File: config.mk
export PLATFORM = sky130hd
export DESIGN_NAME = spl_loader
export DESIGN_NICKNAME = d
export VERILOG_FILES = /design/src/rtl/spl_pkg.sv /design/src/rtl/spl_word_decode.sv /design/src/rtl/spl_loader.sv
export SDC_FILE = /design/constraint.sdc
export NUM_CORES = 1
export LEC_CHECK = 0
export ABC_AREA = 1
export BUFFER_PORTS_ARGS = -buffer_cell sky130_fd_sc_hd__buf_2
export CORE_MARGIN = 2
export CORE_UTILIZATION = 35
export DETAILED_ROUTE_END_ITERATION = 16
export PLACE_DENSITY = 0.58
export SYNTH_ARGS = -nofsm -noshare
export SYNTH_HDL_FRONTEND = slang
export SYNTH_HIERARCHICAL = 1
export SYNTH_SLANG_ARGS = --single-unit
File: constraint.sdc
create_clock -name i_clk_sys -period 1.8 [get_ports i_clk_sys]
set_input_delay 0.18 -clock i_clk_sys [delete_from_list [all_inputs] [get_ports i_clk_sys]]
set_output_delay 0.18 -clock i_clk_sys [all_outputs]
set_load 0.005 [all_outputs]
File: src/rtl/spl_pkg.sv
// Purpose: Constants for the preload word loader of port configuration bits
// Assumes: 16-bit preload words, byte-style word addresses
// Notes:   Field positions are word bit positions
package spl_pkg;
  localparam int unsigned SPL_WORD_W        = 16;
  localparam int unsigned SPL_ADDR_W        = 8;
  localparam int unsigned SPL_NPORT         = 4;
  // Word addresses
  localparam logic [7:0]  SPL_ADDR_PHY_P0   = 8'h40;
  localparam logic [7:0]  SPL_ADDR_PHY_P1   = 8'h42;
  localparam logic [7:0]  SPL_ADDR_PHY_P2   = 8'h44;
  localparam logic [7:0]  SPL_ADDR_PHY_P3   = 8'h46;
  localparam logic [7:0]  SPL_ADDR_PM_P0    = 8'h50;
  localparam logic [7:0]  SPL_ADDR_PMD_P0   = 8'h51;
  localparam logic [7:0]  SPL_ADDR_PM_P1    = 8'h52;
  localparam logic [7:0]  SPL_ADDR_PMD_P1   = 8'h53;
  localparam logic [7:0]  SPL_ADDR_LAST     = 8'h53;
  // Word field positions, phy word
  localparam int unsigned SPL_F_TUNB_LO     = 0;
  localparam int unsigned SPL_F_TUNB_W      = 5;
  localparam int unsigned SPL_F_TUNC_LO     = 5;
  localparam int unsigned SPL_F_TUNC_W      = 7;
  localparam int unsigned SPL_F_DEEMPH      = 12;
  localparam int unsigned SPL_F_COMPL       = 13;
  localparam int unsigned SPL_F_DCNT_LO     = 14;
  localparam int unsigned SPL_F_DCNT_W      = 2;
  // Word field positions, power word
  localparam int unsigned SPL_F_NSR         = 0;
  localparam int unsigned SPL_F_AUX_LO      = 1;
  localparam int unsigned SPL_F_AUX_W       = 3;
  localparam int unsigned SPL_F_PME_LO      = 6;
  localparam int unsigned SPL_F_PME_W       = 2;
  localparam int unsigned SPL_F_PMD_LO      = 8;
  localparam int unsigned SPL_F_PMD_W       = 8;
  // Reset values
  localparam logic [4:0]  SPL_RST_TUNB      = 5'h00;
  localparam logic [6:0]  SPL_RST_TUNC      = 7'h00;
  localparam logic [1:0]  SPL_RST_DCNT      = 2'h0;
  localparam logic [2:0]  SPL_RST_AUX       = 3'h0;
  localparam logic [1:0]  SPL_RST_PME       = 2'h0;
  localparam logic [7:0]  SPL_RST_PMD       = 8'h00;
  // D1 and D2 support read back as set
  localparam logic        SPL_D1_SUPPORT    = 1'b1;
  localparam logic        SPL_D2_SUPPORT    = 1'b1;

  typedef enum logic [1:0] {
    SPL_IDLE,
    SPL_REQ,
    SPL_WAIT,
    SPL_DONE
  } spl_state_e;
endpackage : spl_pkg

File: src/rtl/spl_word_decode.sv
// Purpose: Splits one preload word into port fields
// Assumes: Pure combinational decode
// Notes:   Used by the loader for both word kinds
`timescale 1ns/1ps
`default_nettype none
module spl_word_decode
  import spl_pkg::*;
(
  // Word in
  input  wire logic [15:0] i_word,
  // Phy fields
  output logic      [4:0]  o_tunb,
  output logic      [6:0]  o_tunc,
  output logic             o_deemph,
  output logic             o_compl,
  output logic      [1:0]  o_dcnt,
  // Power fields
  output logic             o_nsr,
  output logic      [2:0]  o_aux,
  output logic      [1:0]  o_pme,
  output logic      [7:0]  o_pmd
);
  always_comb begin
    o_tunb   = i_word[SPL_F_TUNB_LO +: SPL_F_TUNB_W];
    o_tunc   = i_word[SPL_F_TUNC_LO +: SPL_F_TUNC_W];
    o_deemph = i_word[SPL_F_DEEMPH];
    o_compl  = i_word[SPL_F_COMPL];
    o_dcnt   = i_word[SPL_F_DCNT_LO +: SPL_F_DCNT_W];
    o_nsr    = i_word[SPL_F_NSR];
    o_aux    = i_word[SPL_F_AUX_LO +: SPL_F_AUX_W];
    o_pme    = i_word[SPL_F_PME_LO +: SPL_F_PME_W];
    o_pmd    = i_word[SPL_F_PMD_LO +: SPL_F_PMD_W];
  end
endmodule : spl_word_decode
`default_nettype wire

File: src/rtl/spl_loader.sv
// Purpose: Copies preload words 40h-46h and 50h-53h into port config bits
// Assumes: Memory answers each request with a valid pulse, any latency
// Notes:   Config access is held off until o_load_done is high
//
// What this block does
// - Word 42h bits 4:0 go to port 1 offset 7Ch bits 12:8.
// - Word 42h bits 11:5 go to port 1 offset 90h bits 6:0.
// - Word 42h bit 12 goes to port 1 de-emphasis, F0h bit 6.
// - Word 42h bit 13 goes to port 1 compliance-to-detect, 78h bit 11.
// - Word 42h bits 15:14 go to port 1 data-count select, 8Ch bits 9:8.
// - Word 44h uses the same layout for port 2.
// - Word 46h uses the same layout for port 3.
// - Port 0 word bits 15:14 go to port 0 data-count select.
// - Word 40h loads port 0 tuning, de-emphasis and compliance fields.
// - Word 50h bit 0 goes to port 0 no-soft-reset, 44h bit 3.
// - Word 50h bits 3:1 go to port 0 aux current, 40h bits 24:22.
// - D1 and D2 support bits read back as one.
// - Capability word bits 7:6 go to event support, 40h bits 29:28.
// - Word 51h bits 15:8 go to port 0 power data, 44h bits 31:24.
// - Word 52h carries port 1 no-soft-reset, aux current and event support.
// - Word 53h bits 15:8 go to port 1 power data.
`timescale 1ns/1ps
`default_nettype none
module spl_loader
  import spl_pkg::*;
(
  // Clock and reset
  input  wire logic        i_clk_sys,
  input  wire logic        i_arst_n,
  // Control
  input  wire logic        i_start,
  // Memory read port
  output logic             o_mem_req,
  output logic [7:0]       o_mem_addr,
  input  wire logic        i_mem_valid,
  input  wire logic [15:0] i_mem_data,
  // Status
  output logic             o_busy,
  output logic             o_load_done,
  output logic             o_cfg_access_en,
  // Phy fields, one slice per port
  output logic [19:0]      o_phy_tuning_field_b,
  output logic [27:0]      o_phy_tuning_field_c,
  output logic [3:0]       o_deemph_sel,
  output logic [3:0]       o_compliance_to_detect,
  output logic [7:0]       o_change_data_count_select,
  // Power fields, ports 0 and 1
  output logic [1:0]       o_no_soft_reset,
  output logic [5:0]       o_aux_current,
  output logic [1:0]       o_d1_support,
  output logic [1:0]       o_d2_support,
  output logic [3:0]       o_pme_support,
  output logic [15:0]      o_pm_data
);
  spl_state_e  state_r,  state_nxt;
  logic [7:0]  addr_r,   addr_nxt;
  logic        done_r,   done_nxt;
  logic [4:0]  tunb_r    [SPL_NPORT];
  logic [4:0]  tunb_nxt  [SPL_NPORT];
  logic [6:0]  tunc_r    [SPL_NPORT];
  logic [6:0]  tunc_nxt  [SPL_NPORT];
  logic [3:0]  deemph_r, deemph_nxt;
  logic [3:0]  compl_r,  compl_nxt;
  logic [1:0]  dcnt_r    [SPL_NPORT];
  logic [1:0]  dcnt_nxt  [SPL_NPORT];
  logic [1:0]  nsr_r,    nsr_nxt;
  logic [2:0]  aux_r     [2];
  logic [2:0]  aux_nxt   [2];
  logic [1:0]  pme_r     [2];
  logic [1:0]  pme_nxt   [2];
  logic [7:0]  pmd_r     [2];
  logic [7:0]  pmd_nxt   [2];

  logic [4:0]  w_tunb;
  logic [6:0]  w_tunc;
  logic        w_deemph;
  logic        w_compl;
  logic [1:0]  w_dcnt;
  logic        w_nsr;
  logic [2:0]  w_aux;
  logic [1:0]  w_pme;
  logic [7:0]  w_pmd;

  spl_word_decode u_dec (
    .i_word   (i_mem_data),
    .o_tunb   (w_tunb),
    .o_tunc   (w_tunc),
    .o_deemph (w_deemph),
    .o_compl  (w_compl),
    .o_dcnt   (w_dcnt),
    .o_nsr    (w_nsr),
    .o_aux    (w_aux),
    .o_pme    (w_pme),
    .o_pmd    (w_pmd)
  );

  // Next word address; gap between 46h and 50h is skipped
  function automatic logic [7:0] next_addr(input logic [7:0] a);
    if (a == SPL_ADDR_PHY_P3) begin
      next_addr = SPL_ADDR_PM_P0;
    end else if (a < SPL_ADDR_PHY_P3) begin
      next_addr = 8'(a + 8'h02);
    end else begin
      next_addr = 8'(a + 8'h01);
    end
  endfunction : next_addr

  always_comb begin
    state_nxt  = state_r;
    addr_nxt   = addr_r;
    done_nxt   = done_r;
    tunb_nxt   = tunb_r;
    tunc_nxt   = tunc_r;
    deemph_nxt = deemph_r;
    compl_nxt  = compl_r;
    dcnt_nxt   = dcnt_r;
    nsr_nxt    = nsr_r;
    aux_nxt    = aux_r;
    pme_nxt    = pme_r;
    pmd_nxt    = pmd_r;
    case (state_r)
      SPL_IDLE: begin
        if (i_start) begin
          addr_nxt  = SPL_ADDR_PHY_P0;
          done_nxt  = 1'b0;
          state_nxt = SPL_REQ;
        end
      end
      SPL_REQ: begin
        state_nxt = SPL_WAIT;
      end
      SPL_WAIT: begin
        if (i_mem_valid) begin
          case (addr_r)
            SPL_ADDR_PHY_P0, SPL_ADDR_PHY_P1, SPL_ADDR_PHY_P2, SPL_ADDR_PHY_P3: begin
              // Port index from address bits 2:1
              tunb_nxt[addr_r[2:1]]   = w_tunb;
              tunc_nxt[addr_r[2:1]]   = w_tunc;
              deemph_nxt[addr_r[2:1]] = w_deemph;
              compl_nxt[addr_r[2:1]]  = w_compl;
              dcnt_nxt[addr_r[2:1]]   = w_dcnt;
            end
            SPL_ADDR_PM_P0, SPL_ADDR_PM_P1: begin
              nsr_nxt[addr_r[1]] = w_nsr;
              aux_nxt[addr_r[1]] = w_aux;
              pme_nxt[addr_r[1]] = w_pme;
            end
            SPL_ADDR_PMD_P0, SPL_ADDR_PMD_P1: begin
              pmd_nxt[addr_r[1]] = w_pmd;
            end
            default: begin
            end
          endcase
          if (addr_r == SPL_ADDR_LAST) begin
            state_nxt = SPL_DONE;
          end else begin
            addr_nxt  = next_addr(addr_r);
            state_nxt = SPL_REQ;
          end
        end
      end
      SPL_DONE: begin
        done_nxt  = 1'b1;
        state_nxt = SPL_IDLE;
      end
      default: begin
        state_nxt = SPL_IDLE;
      end
    endcase
  end

  always_ff @(posedge i_clk_sys or negedge i_arst_n) begin
    if (!i_arst_n) begin
      state_r  <= SPL_IDLE;
      addr_r   <= SPL_ADDR_PHY_P0;
      done_r   <= 1'b0;
      deemph_r <= 4'h0;
      compl_r  <= 4'h0;
      nsr_r    <= 2'h0;
      for (int i = 0; i < SPL_NPORT; i++) begin
        tunb_r[i] <= SPL_RST_TUNB;
        tunc_r[i] <= SPL_RST_TUNC;
        dcnt_r[i] <= SPL_RST_DCNT;
      end
      for (int i = 0; i < 2; i++) begin
        aux_r[i] <= SPL_RST_AUX;
        pme_r[i] <= SPL_RST_PME;
        pmd_r[i] <= SPL_RST_PMD;
      end
    end else begin
      state_r  <= state_nxt;
      addr_r   <= addr_nxt;
      done_r   <= done_nxt;
      tunb_r   <= tunb_nxt;
      tunc_r   <= tunc_nxt;
      deemph_r <= deemph_nxt;
      compl_r  <= compl_nxt;
      dcnt_r   <= dcnt_nxt;
      nsr_r    <= nsr_nxt;
      aux_r    <= aux_nxt;
      pme_r    <= pme_nxt;
      pmd_r    <= pmd_nxt;
    end
  end

  // Request is a one-cycle pulse; address held until the answer
  assign o_mem_req       = (state_r == SPL_REQ);
  assign o_mem_addr      = addr_r;
  assign o_busy          = (state_r != SPL_IDLE);
  assign o_load_done     = done_r;
  // Host config access blocked while a load runs or before the first one ends
  assign o_cfg_access_en = done_r && (state_r == SPL_IDLE);

  always_comb begin
    for (int i = 0; i < SPL_NPORT; i++) begin
      o_phy_tuning_field_b[i*5 +: 5]     = tunb_r[i];
      o_phy_tuning_field_c[i*7 +: 7]     = tunc_r[i];
      o_change_data_count_select[i*2 +: 2] = dcnt_r[i];
    end
    for (int i = 0; i < 2; i++) begin
      o_aux_current[i*3 +: 3] = aux_r[i];
      o_pme_support[i*2 +: 2] = pme_r[i];
      o_pm_data[i*8 +: 8]     = pmd_r[i];
    end
  end
  assign o_deemph_sel           = deemph_r;
  assign o_compliance_to_detect = compl_r;
  assign o_no_soft_reset        = nsr_r;
  // Fixed support, not loaded
  assign o_d1_support = {2{SPL_D1_SUPPORT}};
  assign o_d2_support = {2{SPL_D2_SUPPORT}};
endmodule : spl_loader
`default_nettype wire

==> reports/summary.txt <==
Clk pin slew, worst setup/hold paths - 0.07 ns
Final ANT Viol Nets - 0
Initial core utilization - 35.7%
Root Driver - clkbuf_16
Tmin final - 1.71 ns
Synth warnings - 6
Seq/Total Area, Yosys - 52.5%
End-of-flow core utilization - 43.2%
DP Wirelength - 9070 um
TritonCTS Buffers - 9
CP max FO - 8
Final Skew - 0.0101 ns
R2r endpoint - o_pm_data[9]
Crit path cell chain - inv_1 > buf_6 > ha_1 > o21ai_1 > nor2_2 > buf_4 > nand3_4 > o21ai_0 > inv_1
Fillers - 1,452
First drt pass iteration count - 4
Final setup vio count - 0
Crit. Startpoint - o_mem_addr[1]
CP max-delay cell - dfrtp_1
Final Cycle Share - 94.9%
Outcome - finished, final reports clean
Clk buf depth - 2
Worst-Margin Slew - 0.528 ns
Setup Crit Path Kind - reg2reg
Predominant post-synthesis flop cell - dfrtp_1
Ports - 128
Final net count - 708
FFs w/ async S/R, synth - 100%
Endpoints failing hold - 0
Final Wtd Congestion - 0.944
Area contributors post-synth - dfrtp_1 (52%), nand2_1 (12%), inv_1 (7.0%)
Average cell area after synthesis - 8.67 um^2
H-tree levels - 3
First-pass GRT wire length - 19,400 um
Site Rows - 43
Final slew viol count - 0
Placed instance area - 5540 um^2
FF-to-FF setup slack - 0.09 ns
Overall Global Routing Usage - 16.8%
Port Buf Inserts - 123
Area share of the largest cell type after synthesis - 51.9%
Final wirelength - 12,500 um
Worst r2r path cells - 9
Critical Path Sink - o_pm_data[9]
WP data required - 2.04 ns
Height of the chip - 123 um
Grt ovf - 0
DIE AREA - 15,000 um^2
PwrDens - 1170 nW/um^2
DRT iter0 DRCs - 252
Synth Register Bits - 103
Top-count cell post-synth - nand2_1
Largest net degree at the start of global routing - 38
Mapped cell area - 4920 um^2
Top cell type by total area after synthesis - dfrtp_1
Distinct cells, synth - 27
Clock Latency Late Sink - 0.35 ns
CTS tree - yes
Synth cell count leaders - nand2_1 (152), dfrtp_1 (102), inv_1 (92), o21ai_1 (55)
Inserted Diodes - 0
Drt via density - 4.58
Maxcap violations - 0
Vias in the first global route - 3,670
WL/cell - 14.5 um
Core ar. - 13,800 um^2
Worst VDD drop - 0.462 mV
Slew margin rel. - 64.8%
Mapped Cells - 567
Critical path startpoint category - flip-flop
Via total after detailed routing - 3,958
Die Wd - 123 um
Crit path DAT - 1.94 ns
Worst flop-to-flop path startpoint - o_mem_addr[1]
CTS sink cnt - 103
HP Class - in2reg
Post-synth EDFFs - 0
Initial antenna violation count - 0
Leak Pwr - 0.00314 uW
Worst setup EP type - flip-flop
Fmax - 0.585 GHz
Share of layout cells above drive strength 1 - 28.9%
Max stage delay on crit path - 0.41 ns
Layout area overhead - 21.1%
Fin area - 5950 um^2
Crit path top cell by count - inv_1
DRC violations left - 0
==> critical path, delay by kind of cell, from the launching register on <==
family | cells | cell delay [ns]
compound gates | 2 | 0.26
fa+ha+maj | 1 | 0.15
flops | 1 | 0.41
buf+inv | 4 | 0.48
simple gates | 2 | 0.31
==> cells in the final DEF, fill, tap and decap left out, types with 4 or more instances in the layout <==
cell	n
buf_2	122
buf_4	22
clkbuf_16	9
conb_1	4
dfrtp_1	102
ha_1	7
inv_1	90
nand2_1	151
nand3_1	12
nand3_2	4
nand3_4	4
nor2_1	21
o21ai_0	22
o21ai_1	64
o21ai_2	15
==> routing by layer <==
layer	global-route usage, %	part of all wire (%)
met1	23.4	45
met2	26.4	48
met3	2.60	5.4
met4	6.75	1.9
met5	0	0
==> worst min path at each step <==
stage	from	end	slack, ns	depth (start not counted)
after floorplan	i_arst_n	o_aux_current[0]	-0.12	0
after global placement	i_arst_n	o_phy_tuning_field_b[4]	0.18	1
after detailed placement	i_arst_n	o_change_data_count_select[0]	0.19	1
after CTS	i_mem_data[10]	o_pm_data[10]	0.07	3
after global routing	i_mem_data[10]	o_pm_data[2]	0.08	3
final	i_mem_data[10]	o_pm_data[10]	0.07	3
==> through the flow <==
| step | instances | worst slack [ns] | TNS [ns] | hold slack [ns] | total power (uW) |
|---|---|---|---|---|---|
| after floorplan | 570 | 0.00416 | 0 | -0.116 | 4190 |
| after global placement | 842 | 0.0823 | 0 | 0.179 | 5010 |
| after detailed placement | 842 | 0.00918 | 0 | 0.187 | 5050 |
| after CTS | 859 | -0.0214 | -0.0574 | 0.0716 | 7030 |
| after global routing | 865 | -0.0217 | -0.0302 | 0.0845 | 7470 |
| final | 865 | 0.0913 | 0 | 0.0683 | 6970 |
==> kinds of logic (layout without fill, tap and decap cells) <==
kind of cell             Yosys count  count (layout)  share of synthesized area (%)
AO/OA/AOI/OAI                    105             105                           11.8
XOR/XNOR                           3               3                          0.535
adder cells (fa/ha/maj)            8               8                           2.04
buffers and inverters            147             260                           16.0
flip-flops                       103             103                           52.5
other                              1               4                         0.0763
AND/OR/NAND/NOR                  200             202                           17.1
==> layout make-up <==
class / instances / area (um^2) / share of cell area, %
Inverter: 94 / 355 / 5.97
Tap cell: 180 / 225 / 3.78
Multi-Input combinational cell: 322 / 1630 / 27.4
Clock buffer: 12 / 236 / 3.97
Timing Repair Buffer: 150 / 868 / 14.6
Sequential cell: 103 / 2580 / 43.3
Clock inverter: 4 / 55.1 / 0.925
==> repair_timing <==
item                       CTS  global route
gates resized for setup      0            27
buffers inserted             0             4
pin swaps                    0             4
setup endpoints to repair    6            49
gates cloned                 0             2
hold endpoints to repair    34             0
hold buffers                 1             0
==> power breakdown <==
group          switching, uW  internal, uW
sequential               293          2790
combinational           1110           834
clock                    850          1090
total                   2260          4720
==> sequential cells by signal, summed over array words and instances, names as in the netlist <==
name / flops
o_mem_addr: 8
o_no_soft_reset: 2
o_change_data_count_select: 8
state_r: 2
o_load_done: 1
o_phy_tuning_field_b: 20
o_phy_tuning_field_c: 28
o_aux_current: 6
o_compliance_to_detect: 4
o_pm_data: 16
o_deemph_sel: 4
o_pme_support: 4
Power figures use the tool's default switching activity.
